File: config.mk
export PLATFORM = sky130hd
export DESIGN_NAME = elc_link_control
export DESIGN_NICKNAME = d
export VERILOG_FILES = /design/src/hdl/elc_pkg.sv /design/src/hdl/elc_link_tx.sv /design/src/hdl/elc_link_rx.sv /design/src/hdl/elc_link_control.sv
export SDC_FILE = /design/constraint.sdc
export NUM_CORES = 2
export LEC_CHECK = 0
export BUFFER_PORTS_ARGS = -buffer_cell sky130_fd_sc_hd__buf_2
export CORE_ASPECT_RATIO = 0.8
export CORE_MARGIN = 10
export CORE_UTILIZATION = 45
export CTS_CLUSTER_DIAMETER = 50
export DETAILED_ROUTE_END_ITERATION = 12
export MAX_ROUTING_LAYER = met4
export PLACE_DENSITY = 0.74
export SYNTH_ARGS = -nofsm -noshare
export SYNTH_HDL_FRONTEND = slang
export SYNTH_SLANG_ARGS = --single-unit
File: constraint.sdc
create_clock -name ref_clk -period 7.5 [get_ports ref_clk]
set_input_delay 0.75 -clock ref_clk [delete_from_list [all_inputs] [get_ports ref_clk]]
set_output_delay 0.75 -clock ref_clk [all_outputs]
set_load 0.05 [all_outputs]
File: src/hdl/elc_pkg.sv
package elc_pkg;

	// Number of external links handled by this block.
	localparam int NUM_LINKS = 8;

	// Register indices; the byte address is four times the index.
	localparam logic [7:0] CFG_BASE_IDX = 8'h80;
	localparam logic [7:0] STATIC_BASE_IDX = 8'hA0;
	localparam logic [11:0] CFG_BASE_ADDR = {2'b00, CFG_BASE_IDX, 2'b00};
	localparam logic [11:0] STATIC_BASE_ADDR = {2'b00, STATIC_BASE_IDX, 2'b00};

	// Field positions of the link configuration register.
	localparam int CFG_EN_BIT = 31;
	localparam int CFG_WIDE_BIT = 30;
	localparam int CFG_ERR_BIT = 27;
	localparam int CFG_CRED_OUT_BIT = 26;
	localparam int CFG_CRED_IN_BIT = 25;
	localparam int CFG_INIT_BIT = 24;
	localparam int CFG_RXRST_BIT = 23;
	localparam int CFG_TRANS_MSB = 21;
	localparam int CFG_TRANS_LSB = 11;
	localparam int CFG_TOKEN_MSB = 10;
	localparam int CFG_TOKEN_LSB = 0;

	// Field positions of the static forwarding register.
	localparam int STATIC_EN_BIT = 31;
	localparam int STATIC_CHAN_MSB = 4;

	// Reset values of both registers.
	localparam logic [31:0] CFG_RESET = 32'h0000_0000;
	localparam logic [31:0] STATIC_RESET = 32'h0000_0000;

	// Control token payloads used for the credit handshake.
	localparam logic [7:0] GREETING_DATA = 8'h01;
	localparam logic [7:0] CREDIT_DATA = 8'h02;

	// Symbols per token in the two line forms.
	localparam logic [3:0] SYMS_NARROW = 4'hA;
	localparam logic [3:0] SYMS_WIDE = 4'h5;

	// One token on the link: a control flag and eight data bits.
	typedef struct packed {
		logic ctrl;
		logic [7:0] data;
	} elc_token_t;

	// Transmitter timing and width settings.
	typedef struct packed {
		logic five_wire;
		logic [10:0] trans_gap;
		logic [10:0] token_gap;
	} elc_cfg_t;

	// A received token handed to the switch, with its forwarding decision.
	typedef struct packed {
		logic valid;
		logic static_fwd;
		logic [4:0] chanend;
		elc_token_t token;
	} elc_rx_t;

endpackage

File: src/hdl/elc_link_tx.sv
`timescale 1ns/100ps
module elc_link_tx (
	input wire logic ref_clk,
	input wire logic reset_n,
	input wire logic enable,
	input wire elc_pkg::elc_cfg_t cfg,
	input wire logic tok_valid,
	input wire elc_pkg::elc_token_t tok,
	output logic tok_ready,
	output logic [4:0] wires
);
	// Serialiser states: waiting for a token, sending symbols, token gap.
	typedef enum logic [1:0] {ELC_TX_IDLE, ELC_TX_SEND, ELC_TX_GAP} elc_tx_state_t;

	elc_tx_state_t state;
	// Bits still to send, least significant first.
	logic [9:0] shift;
	// Symbols sent so far in this token.
	logic [3:0] sym_count;
	// Clocks left before the next transition or token.
	logic [10:0] gap_count;
	logic [3:0] sym_total;

	// Two-wire form carries one bit per transition, five-wire two.
	assign sym_total = cfg.five_wire ? elc_pkg::SYMS_WIDE : elc_pkg::SYMS_NARROW;
	assign tok_ready = enable && (state == ELC_TX_IDLE);

	// Shift out one symbol each time the spacing counter expires.
	always_ff @(posedge ref_clk or negedge reset_n)
	begin
		if (!reset_n)
		begin
			state <= ELC_TX_IDLE;
			shift <= 10'h000;
			sym_count <= 4'h0;
			gap_count <= 11'h000;
			wires <= 5'h00;
		end
		else if (!enable)
		begin
			// A disabled link leaves its wires still.
			state <= ELC_TX_IDLE;
			sym_count <= 4'h0;
			gap_count <= 11'h000;
		end
		else
		begin
			case (state)
				ELC_TX_IDLE:
				begin
					if (tok_valid)
					begin
						shift <= {tok.ctrl, tok.data, 1'b0};
						sym_count <= 4'h0;
						gap_count <= 11'h000;
						state <= ELC_TX_SEND;
					end
				end
				ELC_TX_SEND:
				begin
					if (gap_count != 11'h000)
					begin
						gap_count <= gap_count - 11'h001;
					end
					else
					begin
						// One wire toggles per symbol; its index is the data.
						if (cfg.five_wire)
						begin
							wires[shift[1:0]] <= ~wires[shift[1:0]];
							shift <= {2'b00, shift[9:2]};
						end
						else
						begin
							wires[shift[0]] <= ~wires[shift[0]];
							shift <= {1'b0, shift[9:1]};
						end
						sym_count <= sym_count + 4'h1;
						if (sym_count == sym_total - 4'h1)
						begin
							gap_count <= cfg.token_gap;
							state <= ELC_TX_GAP;
						end
						else
						begin
							gap_count <= cfg.trans_gap;
						end
					end
				end
				ELC_TX_GAP:
				begin
					if (gap_count == 11'h000)
					begin
						state <= ELC_TX_IDLE;
					end
					else
					begin
						gap_count <= gap_count - 11'h001;
					end
				end
				default:
				begin
					state <= ELC_TX_IDLE;
				end
			endcase
		end
	end

endmodule // elc_link_tx

File: src/hdl/elc_link_rx.sv
`timescale 1ns/100ps
module elc_link_rx (
	input wire logic ref_clk,
	input wire logic reset_n,
	input wire logic enable,
	input wire logic five_wire,
	input wire logic restart,
	input wire logic [4:0] wires_sync,
	output logic tok_valid,
	output elc_pkg::elc_token_t tok,
	output logic illegal
);
	// Line levels seen one clock earlier.
	logic [4:0] prev;
	// Partly assembled token and its symbol count.
	logic [9:0] shift;
	logic [3:0] sym_count;
	logic [4:0] toggles;
	logic legal;
	logic [9:0] next_shift;
	logic [3:0] sym_total;

	assign toggles = wires_sync ^ prev;
	assign sym_total = five_wire ? elc_pkg::SYMS_WIDE : elc_pkg::SYMS_NARROW;

	// A symbol is exactly one toggling wire within the form's wire set.
	always_comb
	begin
		legal = $onehot(toggles) && !toggles[4] && (five_wire || toggles[3:2] == 2'b00);
		if (five_wire)
		begin
			next_shift = {toggles[3] | toggles[2], toggles[3] | toggles[1], shift[9:2]};
		end
		else
		begin
			next_shift = {toggles[1], shift[9:1]};
		end
	end

	// Assemble symbols into tokens and flag bad encodings.
	always_ff @(posedge ref_clk or negedge reset_n)
	begin
		if (!reset_n)
		begin
			prev <= 5'h00;
			shift <= 10'h000;
			sym_count <= 4'h0;
			tok_valid <= 1'b0;
			tok <= '0;
			illegal <= 1'b0;
		end
		else
		begin
			// Levels are always tracked so a restart begins on a fresh edge.
			prev <= wires_sync;
			tok_valid <= 1'b0;
			illegal <= 1'b0;
			if (!enable || restart)
			begin
				sym_count <= 4'h0;
			end
			else if (toggles != 5'h00)
			begin
				if (!legal)
				begin
					illegal <= 1'b1;
					sym_count <= 4'h0;
				end
				else if (sym_count == sym_total - 4'h1)
				begin
					tok_valid <= 1'b1;
					tok <= {next_shift[9], next_shift[8:1]};
					sym_count <= 4'h0;
				end
				else
				begin
					shift <= next_shift;
					sym_count <= sym_count + 4'h1;
				end
			end
		end
	end

endmodule // elc_link_rx

File: src/hdl/elc_link_control.sv
`timescale 1ns/100ps
module elc_link_control (
	input wire logic ref_clk,
	input wire logic reset_n,
	input wire logic [11:0] paddr,
	input wire logic psel,
	input wire logic penable,
	input wire logic pwrite,
	input wire logic [31:0] pwdata,
	output logic [31:0] prdata,
	output logic pready,
	output logic pslverr,
	output logic [7:0] pin_mux_to_link,
	output logic [7:0][4:0] link_tx_wire,
	input wire logic [7:0][4:0] link_rx_wire,
	input wire logic [7:0] user_tx_valid,
	input wire elc_pkg::elc_token_t [7:0] user_tx_token,
	output logic [7:0] user_tx_ready,
	output elc_pkg::elc_rx_t [7:0] switch_rx,
	input wire logic [7:0] switch_rx_ready
);
	// Slot i of each register bank serves link number i; in lettered
	// terms slots 0 to 7 are links C, D, B, A, G, H, E and F.

	// Configuration fields, one entry per link.
	logic [7:0] link_en;
	logic [7:0] five_wire;
	logic [7:0][10:0] trans_gap;
	logic [7:0][10:0] token_gap;
	// Sticky error flags and credit state.
	logic [7:0] link_err;
	logic [7:0] cred_out;
	logic [7:0] cred_in;
	// Control tokens still waiting for the transmitter.
	logic [7:0] greet_pend;
	logic [7:0] credit_pend;
	// One-clock receiver restart strobes.
	logic [7:0] rx_restart;
	// Static forwarding settings.
	logic [7:0] static_en;
	logic [7:0][4:0] static_chan;
	// Error bits that the pending read has captured.
	logic [7:0] err_seen;
	// Receive pins: first and second synchroniser stages.
	logic [7:0][4:0] rx_meta;
	logic [7:0][4:0] rx_sync;
	// Transmitter request and handshake per link.
	logic [7:0] tx_valid;
	logic [7:0] tx_ready;
	elc_pkg::elc_token_t [7:0] tx_token;
	elc_pkg::elc_cfg_t [7:0] tx_cfg;
	// Receiver outputs per link.
	logic [7:0] rx_tok_valid;
	logic [7:0] rx_illegal;
	elc_pkg::elc_token_t [7:0] rx_tok;
	// Decoded bus strobes.
	logic setup_rd;
	logic access;
	logic wr_cfg;
	logic wr_static;
	logic rd_cfg;
	logic [2:0] slot;

	// True when the address falls in a bank of eight aligned words.
	function automatic logic bank_hit(input logic [11:0] addr, input logic [11:0] base);
		bank_hit = (addr[11:5] == base[11:5]) && (addr[1:0] == 2'b00);
	endfunction

	// Read image of one link's configuration word.
	function automatic logic [31:0] cfg_word(input int i);
		logic [31:0] w;
		w = elc_pkg::CFG_RESET;
		w[elc_pkg::CFG_EN_BIT] = link_en[i];
		w[elc_pkg::CFG_WIDE_BIT] = five_wire[i];
		w[elc_pkg::CFG_ERR_BIT] = link_err[i];
		w[elc_pkg::CFG_CRED_OUT_BIT] = cred_out[i];
		w[elc_pkg::CFG_CRED_IN_BIT] = cred_in[i];
		w[elc_pkg::CFG_TRANS_MSB:elc_pkg::CFG_TRANS_LSB] = trans_gap[i];
		w[elc_pkg::CFG_TOKEN_MSB:elc_pkg::CFG_TOKEN_LSB] = token_gap[i];
		cfg_word = w;
	endfunction

	// The slave never inserts wait states; every access takes two clocks.
	assign pready = 1'b1;
	assign slot = paddr[4:2];
	assign setup_rd = psel && !penable && !pwrite;
	assign access = psel && penable;
	assign pslverr = access && !bank_hit(paddr, elc_pkg::CFG_BASE_ADDR)
		&& !bank_hit(paddr, elc_pkg::STATIC_BASE_ADDR);
	assign wr_cfg = access && pwrite && bank_hit(paddr, elc_pkg::CFG_BASE_ADDR);
	assign wr_static = access && pwrite && bank_hit(paddr, elc_pkg::STATIC_BASE_ADDR);
	assign rd_cfg = access && !pwrite && bank_hit(paddr, elc_pkg::CFG_BASE_ADDR);

	// Enabled links claim their shared pins.
	assign pin_mux_to_link = link_en;

	// Read data is captured in the setup cycle so it comes from flops.
	always_ff @(posedge ref_clk or negedge reset_n)
	begin
		if (!reset_n)
		begin
			prdata <= 32'h0000_0000;
			err_seen <= 8'h00;
		end
		else if (setup_rd)
		begin
			prdata <= 32'h0000_0000;
			err_seen <= 8'h00;
			if (bank_hit(paddr, elc_pkg::CFG_BASE_ADDR))
			begin
				prdata <= cfg_word(int'(slot));
				err_seen[slot] <= link_err[slot];
			end
			else if (bank_hit(paddr, elc_pkg::STATIC_BASE_ADDR))
			begin
				prdata[elc_pkg::STATIC_EN_BIT] <= static_en[slot];
				prdata[elc_pkg::STATIC_CHAN_MSB:0] <= static_chan[slot];
			end
		end
	end

	// Writable configuration fields.
	always_ff @(posedge ref_clk or negedge reset_n)
	begin
		if (!reset_n)
		begin
			link_en <= 8'h00;
			five_wire <= 8'h00;
			trans_gap <= '0;
			token_gap <= '0;
			static_en <= 8'h00;
			static_chan <= '0;
		end
		else
		begin
			if (wr_cfg)
			begin
				link_en[slot] <= pwdata[elc_pkg::CFG_EN_BIT];
				five_wire[slot] <= pwdata[elc_pkg::CFG_WIDE_BIT];
				trans_gap[slot] <= pwdata[elc_pkg::CFG_TRANS_MSB:elc_pkg::CFG_TRANS_LSB];
				token_gap[slot] <= pwdata[elc_pkg::CFG_TOKEN_MSB:elc_pkg::CFG_TOKEN_LSB];
			end
			if (wr_static)
			begin
				static_en[slot] <= pwdata[elc_pkg::STATIC_EN_BIT];
				static_chan[slot] <= pwdata[elc_pkg::STATIC_CHAN_MSB:0];
			end
		end
	end

	// Receiver restart strobe lasts one clock, so the bit reads back zero.
	always_ff @(posedge ref_clk or negedge reset_n)
	begin
		if (!reset_n)
		begin
			rx_restart <= 8'h00;
		end
		else
		begin
			rx_restart <= 8'h00;
			if (wr_cfg && pwdata[elc_pkg::CFG_RXRST_BIT])
			begin
				rx_restart[slot] <= 1'b1;
			end
		end
	end

	// Two-stage synchroniser on every receive wire.
	always_ff @(posedge ref_clk or negedge reset_n)
	begin
		if (!reset_n)
		begin
			rx_meta <= '0;
			rx_sync <= '0;
		end
		else
		begin
			rx_meta <= link_rx_wire;
			rx_sync <= rx_meta;
		end
	end

	// Transmit arbitration: greeting first, then credit, then user data.
	// User data waits for credit, which is how the peer throttles us.
	always_comb
	begin
		for (int i = 0; i < elc_pkg::NUM_LINKS; i++)
		begin
			tx_cfg[i] = {five_wire[i], trans_gap[i], token_gap[i]};
			user_tx_ready[i] = 1'b0;
			if (greet_pend[i])
			begin
				tx_valid[i] = 1'b1;
				tx_token[i] = {1'b1, elc_pkg::GREETING_DATA};
			end
			else if (credit_pend[i])
			begin
				tx_valid[i] = 1'b1;
				tx_token[i] = {1'b1, elc_pkg::CREDIT_DATA};
			end
			else
			begin
				tx_valid[i] = user_tx_valid[i] && cred_in[i];
				tx_token[i] = user_tx_token[i];
				user_tx_ready[i] = tx_ready[i] && cred_in[i];
			end
		end
	end

	// Credit handshake state per link.
	always_ff @(posedge ref_clk or negedge reset_n)
	begin
		if (!reset_n)
		begin
			greet_pend <= 8'h00;
			credit_pend <= 8'h00;
			cred_in <= 8'h00;
			cred_out <= 8'h00;
		end
		else
		begin
			for (int i = 0; i < elc_pkg::NUM_LINKS; i++)
			begin
				if (!link_en[i] && !(wr_cfg && slot == 3'(i) && pwdata[elc_pkg::CFG_EN_BIT]))
				begin
					// A disabled link forgets its handshake; an enabling write keeps its init.
					greet_pend[i] <= 1'b0;
					credit_pend[i] <= 1'b0;
					cred_in[i] <= 1'b0;
					cred_out[i] <= 1'b0;
				end
				else
				begin
					// A sent greeting or credit token retires its request.
					if (greet_pend[i] && tx_ready[i])
					begin
						greet_pend[i] <= 1'b0;
					end
					else if (credit_pend[i] && tx_ready[i])
					begin
						credit_pend[i] <= 1'b0;
						cred_out[i] <= 1'b1;
					end
					// Peer greeting: answer with credit, as any link end does.
					if (rx_tok_valid[i] && rx_tok[i].ctrl
						&& rx_tok[i].data == elc_pkg::GREETING_DATA)
					begin
						credit_pend[i] <= 1'b1;
					end
					// Peer credit lets us transmit; init drops it again.
					if (wr_cfg && slot == 3'(i) && pwdata[elc_pkg::CFG_INIT_BIT])
					begin
						cred_in[i] <= 1'b0;
						greet_pend[i] <= 1'b1;
					end
					else if (rx_tok_valid[i] && rx_tok[i].ctrl
						&& rx_tok[i].data == elc_pkg::CREDIT_DATA)
					begin
						cred_in[i] <= 1'b1;
					end
					// Credit granted earlier is void once our receiver restarts.
					if (rx_restart[i])
					begin
						cred_out[i] <= 1'b0;
					end
				end
			end
		end
	end

	// One-entry receive buffer per link, with static forwarding decision.
	// Control tokens for the handshake are consumed here and never buffered.
	always_ff @(posedge ref_clk or negedge reset_n)
	begin
		if (!reset_n)
		begin
			switch_rx <= '0;
		end
		else
		begin
			for (int i = 0; i < elc_pkg::NUM_LINKS; i++)
			begin
				if (switch_rx[i].valid && switch_rx_ready[i])
				begin
					switch_rx[i].valid <= 1'b0;
				end
				if (rx_tok_valid[i] && !(rx_tok[i].ctrl
					&& (rx_tok[i].data == elc_pkg::GREETING_DATA
					|| rx_tok[i].data == elc_pkg::CREDIT_DATA))
					&& (!switch_rx[i].valid || switch_rx_ready[i]))
				begin
					switch_rx[i].valid <= 1'b1;
					switch_rx[i].token <= rx_tok[i];
					// Static links bypass route lookup entirely.
					switch_rx[i].static_fwd <= static_en[i] && link_en[i];
					switch_rx[i].chanend <= static_chan[i];
				end
			end
		end
	end

	// Sticky error flags; a new error beats the clear-on-read.
	always_ff @(posedge ref_clk or negedge reset_n)
	begin
		if (!reset_n)
		begin
			link_err <= 8'h00;
		end
		else
		begin
			for (int i = 0; i < elc_pkg::NUM_LINKS; i++)
			begin
				if (rx_illegal[i] || (rx_tok_valid[i] && switch_rx[i].valid
					&& !switch_rx_ready[i]))
				begin
					link_err[i] <= 1'b1;
				end
				else if (rd_cfg && slot == 3'(i) && err_seen[i])
				begin
					link_err[i] <= 1'b0;
				end
			end
		end
	end

	// Per-link serialiser and deserialiser.
	for (genvar g = 0; g < elc_pkg::NUM_LINKS; g++)
	begin : g_link
		elc_link_tx u_tx (
			.ref_clk(ref_clk),
			.reset_n(reset_n),
			.enable(link_en[g]),
			.cfg(tx_cfg[g]),
			.tok_valid(tx_valid[g]),
			.tok(tx_token[g]),
			.tok_ready(tx_ready[g]),
			.wires(link_tx_wire[g])
		);
		elc_link_rx u_rx (
			.ref_clk(ref_clk),
			.reset_n(reset_n),
			.enable(link_en[g]),
			.five_wire(five_wire[g]),
			.restart(rx_restart[g]),
			.wires_sync(rx_sync[g]),
			.tok_valid(rx_tok_valid[g]),
			.tok(rx_tok[g]),
			.illegal(rx_illegal[g])
		);
	end

endmodule // elc_link_control

; ---- After elaboration in Yosys (flattened, before gate mapping)
; Index checks and enable logic that the tools add are counted.
; Widths: inputs -> output; s select.
[totals]
register_bits = 1032
word_cells = 1605
out_inout_bits = 218
[classes]
n_reduce_logical = 484
eq_ne = 153
bitwise_logic = 65
mux = 582
magnitude_cmp = 35
add_sub_neg = 64
[ops]
columns = cell, count
row1 = $mux 11, 43
row2 = $mux 1, 274
row3 = $pmux 11 s3, 8
row4 = $mux 4, 64
row5 = $mux 10, 24
row6 = $mux 9, 24
row7 = $logic_and 1x1->1, 214
row8 = $bwmux 88, 2
row9 = $pmux 10 s2, 8
row10 = $mux 16, 8
row11 = $reduce_and 4->1, 32
row12 = $ne 3x2->1 const B, 32
row13 = $reduce_bool 3->1, 32
row14 = $logic_not 11->1, 8
row15 = $reduce_bool 11->1, 8
row16 = $sub 11x1->11 const B, 8
row17 = $bwmux 5, 16
row18 = $mux 2, 40
row19 = $ne 3x3->1 const B, 24
row20 = $reduce_and 3->1, 24
row21 = $bmux 11 s3, 2
row22 = $add 4x1->4 const B, 16
row23 = $eq 4x4->1, 16
row24 = $eq 8x1->1 const B, 8
row25 = 47 further kinds, 448

; ---- Logic depth before layout (Yosys ltp)
[depth]
ltp_word = 10
mapped_depth = 14

; ---- Modules after synthesis
; From an unflattened synthesis, not the netlist that was laid out.
[hier_totals]
cells_unflattened = 4180
area_unflattened_um2 = 50292.0
[by_module_without_submodules]
columns = module, area_per_inst_um2, cells_per_inst, seq_area_each_um2, n_inst
row1 = elc_link_control, 22117.5, 1521, 13287.7, 1
row2 = elc_link_rx, 1441.4, 113, 700.7, 8
row3 = elc_link_tx (g_link[1].u_tx ...), 2070.7, 217, 775.7, 3
row4 = elc_link_tx (g_link[5].u_tx ...), 2094.5, 219, 775.7, 2
row5 = elc_link_tx (g_link[4].u_tx), 2110.8, 227, 775.7, 1
row6 = elc_link_tx (g_link[0].u_tx), 2069.5, 219, 775.7, 1
row7 = elc_link_tx (g_link[7].u_tx), 2062.0, 220, 775.7, 1

; ---- Worst setup path before layout
; Ideal clock, no wire load.
[synth_timing]
kind = flip-flop to output port
startpoint = register link_en[0], in the netlist pin_mux_to_link[0]
endpoint = output user_tx_ready[0]
slack_ps = 4105
arrival_time_ps = 2645
n_path_buf = 2
stages_incl_launch_ff = 5
path_cell_list = dfrtp_1 -> clkbuf_1 -> buf_1 -> nand2_1 -> nor4b_1
[synth_between]
elab_chain_cells = 4
[synth_rtl]
columns = item, line
row1 = start: declaration, elc_link_control.sv:26  ; logic [7:0] link_en;
row2 = start signal: indexed assignment, elc_link_control.sv:138  ; link_en[slot] <= pwdata[elc_pkg::CFG_EN_BIT];
row3 = $logic_and 1x1->1, elc_link_tx.sv:26  ; assign tok_ready = enable && (state == ELC_TX_IDLE);
row4 = $logic_and 1x1->1, elc_link_control.sv:205  ; user_tx_ready[i] = tx_ready[i] && cred_in[i];
row5 = $mux 1, elc_link_control.sv:196  ; else if (credit_pend[i])
row6 = $mux 1, elc_link_control.sv:191  ; if (greet_pend[i])
row7 = end: declaration, elc_link_control.sv:18  ; output logic [7:0] user_tx_ready,
; Every way passes these cells.

; ---- Worst setup path in the final report
[layout_timing]
startpoint = register link_en[7], in the netlist pin_mux_to_link[7]
endpoint = output user_tx_ready[7]
; The elaborated chain is that of the path after synthesis.

==> flow_summary_export.csv <==
group,metric,value,unit
status,status,"finished, final reports clean",
hold_path,worstHoldPathType,"in2async",
clocking,cts.sinks,1003,
yosys,synth_area_leaders,"dfrtp_1 (52%), mux2_2 (7.0%), nand2_1 (6.2%), mux2i_1 (3.7%), o21ai_0 (3.4%)",
setup_path,cp.depth,3,
die,num_rows,107,
pwr,total_power,14840,uW
clocking,cts_tree,"done",
sta,fin_tns_setup,0,ns
cells_and_area,area_growth,14.73,%
cells_and_area,num-nets-final,5139,
clocking,clock_path_buffers,3,
setup_path,slowest_stage,"dfrtp_1",
global_routing,grt_pass1_vias,35560,
setup_path,r2r-start,"g_link[1].u_rx.prev[1]",
setup_path,rrSetupSlack,4.08,ns
die,die_w,385.8,microns
global_routing,grt_start_max_net_pins,164,
yosys,ys_ff_latch,1003,
clocking,ctsResizeCount,0,
die,dieArea,120600,sq um
setup_path,path_buf_inv,1,
route,drtIter0Drc,3378,
pwr,p_per_area,268.5,nW/um^2
die,coreArea,106400,sq um
placement,dp_hpwl,99.06,mm
yosys,synth_most_common_cell,"dfrtp_1",
setup_path,required,6.75,ns
yosys,yosysSeqAreaShare,0.5210,
route,viasPerCell,5.747,
placement,place.gp.congestion,0.9281,
yosys,synth_enable_flop_cells,0,
sta,slew_headroom,0.1522,
sta,finalCritPeriodShare,0.4974,
sta,fin_worst_skew,0.04391,ns
die,io_pins,395,
sta,drv_slew,0,
yosys,synth_cells,4553,
setup_path,cpPeakStageDelay,0.90,ns
route,drc,0,
clocking,numCtsBuffers,115,
yosys,ys_types,88,
route,routedWlPerCell,21.70,microns
cells_and_area,drive_gt1_frac,0.2141,
setup_path,crit_chain,"nand2_1 > nor4b_1 > buf_2",
route,ant_nets,0,
yosys,synth.largest_area_cell,"dfrtp_1",
global_routing,grt_pass1_wl,213.1,mm
yosys,synth-main-ff-cell,"dfrtp_1",
die,initial_core_util,0.4527,
clocking,htree_levels,3,
setup_path,path_max_fanout,21,
yosys,yosysWarnings,0,
yosys,async_flop_share,1.000,
sta,worstMarginPinSlew,1.268,ns
setup_path,crit_family,"simple AND/OR/NAND/NOR gates",
setup_path,critPathKind,"reg2out",
clocking,cts-root-buf,"clkbuf_16",
yosys,synth_area,48180,sq um
pwr,p_leak,0.02627,uW
clocking,ctsHoldBuffers,0,
clocking,post_cts_buffers,0,
flow_run,max_cap_violations,0,
die,die_y,312.7,microns
yosys,syn_area_per_cell,10.58,sq um
sta,hold_viol,0,
clocking,path_clk_slew,0.06,ns
placement,io_buffers,374,
pwr,ir_drop,0.2075,mV
global_routing,grt-ovfl-total,0,
route,drt_first_pass_iters,6,
setup_path,start_kind,"flip-flop",
route,vias,36670,
yosys,yosysTopAreaCellShare,0.5210,
setup_path,r2r_cells,11,
clocking,insertion_delay,0.75,ns
setup_path,worstPathArrival,2.98,ns
setup_path,cp-end-kind,"output port",
yosys,synth.cells.most_frequent,"dfrtp_1 (1003), nand2_1 (795), o21ai_0 (329)",
global_routing,antenna_found_initial,17,
sta,setup_violations,0,
global_routing,track_usage,0.2308,
setup_path,r2r-end,"g_link[1].u_rx.shift[9]",
sta,fmax,268.1,MHz
route,wl,138.5,mm
sta,grt_setup_unrepaired,"no",
sta,post-route-min-period,3.731,ns
==> power breakdown <==
group          switching (uW)  total (uW)  leakage, uW  internal, uW
clock network            2440        5860      0.00195          3430
logic                    1830        2860       0.0109          1020
registers                 330        6120       0.0134          5790
==> how the worst max path moves through the flow <==
| stage | start | end | slack [ns] |
|---|---|---|---|
| 6_report | pin_mux_to_link[7] | user_tx_ready[7] | 3.77 |
| 5_1_grt | pin_mux_to_link[7] | user_tx_ready[7] | 3.60 |
| 4_1_cts | pin_mux_to_link[7] | user_tx_ready[7] | 3.61 |
| 3_5_place_dp | paddr[6] | token_gap[5] | 3.23 |
| 3_3_place_gp | paddr[6] | trans_gap[1] | 3.27 |
| 2_1_floorplan | pin_mux_to_link[0] | user_tx_ready[0] | 4.11 |
==> final cells by class <==
type	count	area (sq um)
clock inverter	60	754.5
fill	9223	51160
antenna	12	30.03
tap	1417	1773
sequential	1003	25100
timing repair buffer	431	2365
clock buffer	151	3246
multi-input combinational	3157	21450
inverter	150	563.0
==> per-stage QoR <==
stage / utilization / worst slack [ns] / std cells / cell area (sq um) / hold WS [ns]
CTS: 0.5191 / 3.612 / 6369 / 55250 / 0.06788
global placement: 0.4815 / 3.272 / 6158 / 51250 / 0.3324
floorplan: - / 4.105 / 4565 / 48220 / 0.3312
detailed placement: 0.4815 / 3.233 / 6158 / 51250 / 0.3347
global route: 0.5193 / 3.596 / 6378 / 55270 / 0.07695
finish: 0.5193 / 3.769 / 6381 / 55280 / 0.06685
==> routing by layer <==
layer	part of all wire	wire length, microns	track usage
met2	0.44	60620	0.3293
met3	0.097	13400	0.06518
met4	0.033	4505	0.07016
met5	0	0	-
met1	0.43	59940	0.3179
==> cell families (layout without fill, tap and decap cells) <==
logic type / count (synthesis) / count (layout) / synth area share
adder cells (fa/ha/maj): 104 / 104 / 0.02950
multiplexers: 549 / 549 / 0.1405
AND/OR/NAND/NOR: 1560 / 1560 / 0.1523
XOR/XNOR: 82 / 82 / 0.01491
other: 2 / 26 / 0.0001559
flip-flops: 1003 / 1003 / 0.5210
buffers and inverters: 405 / 792 / 0.03514
AO/OA/AOI/OAI: 848 / 848 / 0.1065
==> state kept, by name, summed over array words and instances, names as in the netlist, 16 cells and up <==
| register | flops |
|---|---|
| switch_rx | 128 |
| rx_sync | 40 |
| trans_gap | 88 |
| static_chan | 40 |
| rx_meta | 40 |
| prdata | 27 |
| g_link.u_tx.state | 16 |
| g_link.u_tx.gap_count | 88 |
| g_link.u_rx.shift | 64 |
| g_link.u_tx.shift | 80 |
| g_link.u_rx.prev | 40 |
| token_gap | 88 |
| g_link.u_tx.sym_count | 32 |
| g_link.u_rx.tok | 72 |
| g_link.u_tx.wires | 32 |
| g_link.u_rx.sym_count | 32 |
==> cells in the final DEF (no fill, tap or decap), types with 19 or more instances in the layout <==
master and instances:
o21ai_1 19, o21ai_0 329, nor4_1 27, nor3b_1 19, or3_1 24, inv_1 150, mux2_2 299, nand2b_1 39
xor2_1 54, buf_2 371, a21oi_1 194, nand3_1 79, nor3_1 101, o211ai_1 28, buf_4 55, nand2_1 795
a22oi_1 64, clkbuf_8 19, nand4_1 27, nor2_1 265, o22ai_1 20, dfrtp_1 1003, clkbuf_16 117, ha_1 88
nor2b_1 23, mux2i_1 178, xnor2_1 28, a31oi_1 26, mux4_2 72, a21o_1 19
Power figures use the tool's default switching activity.
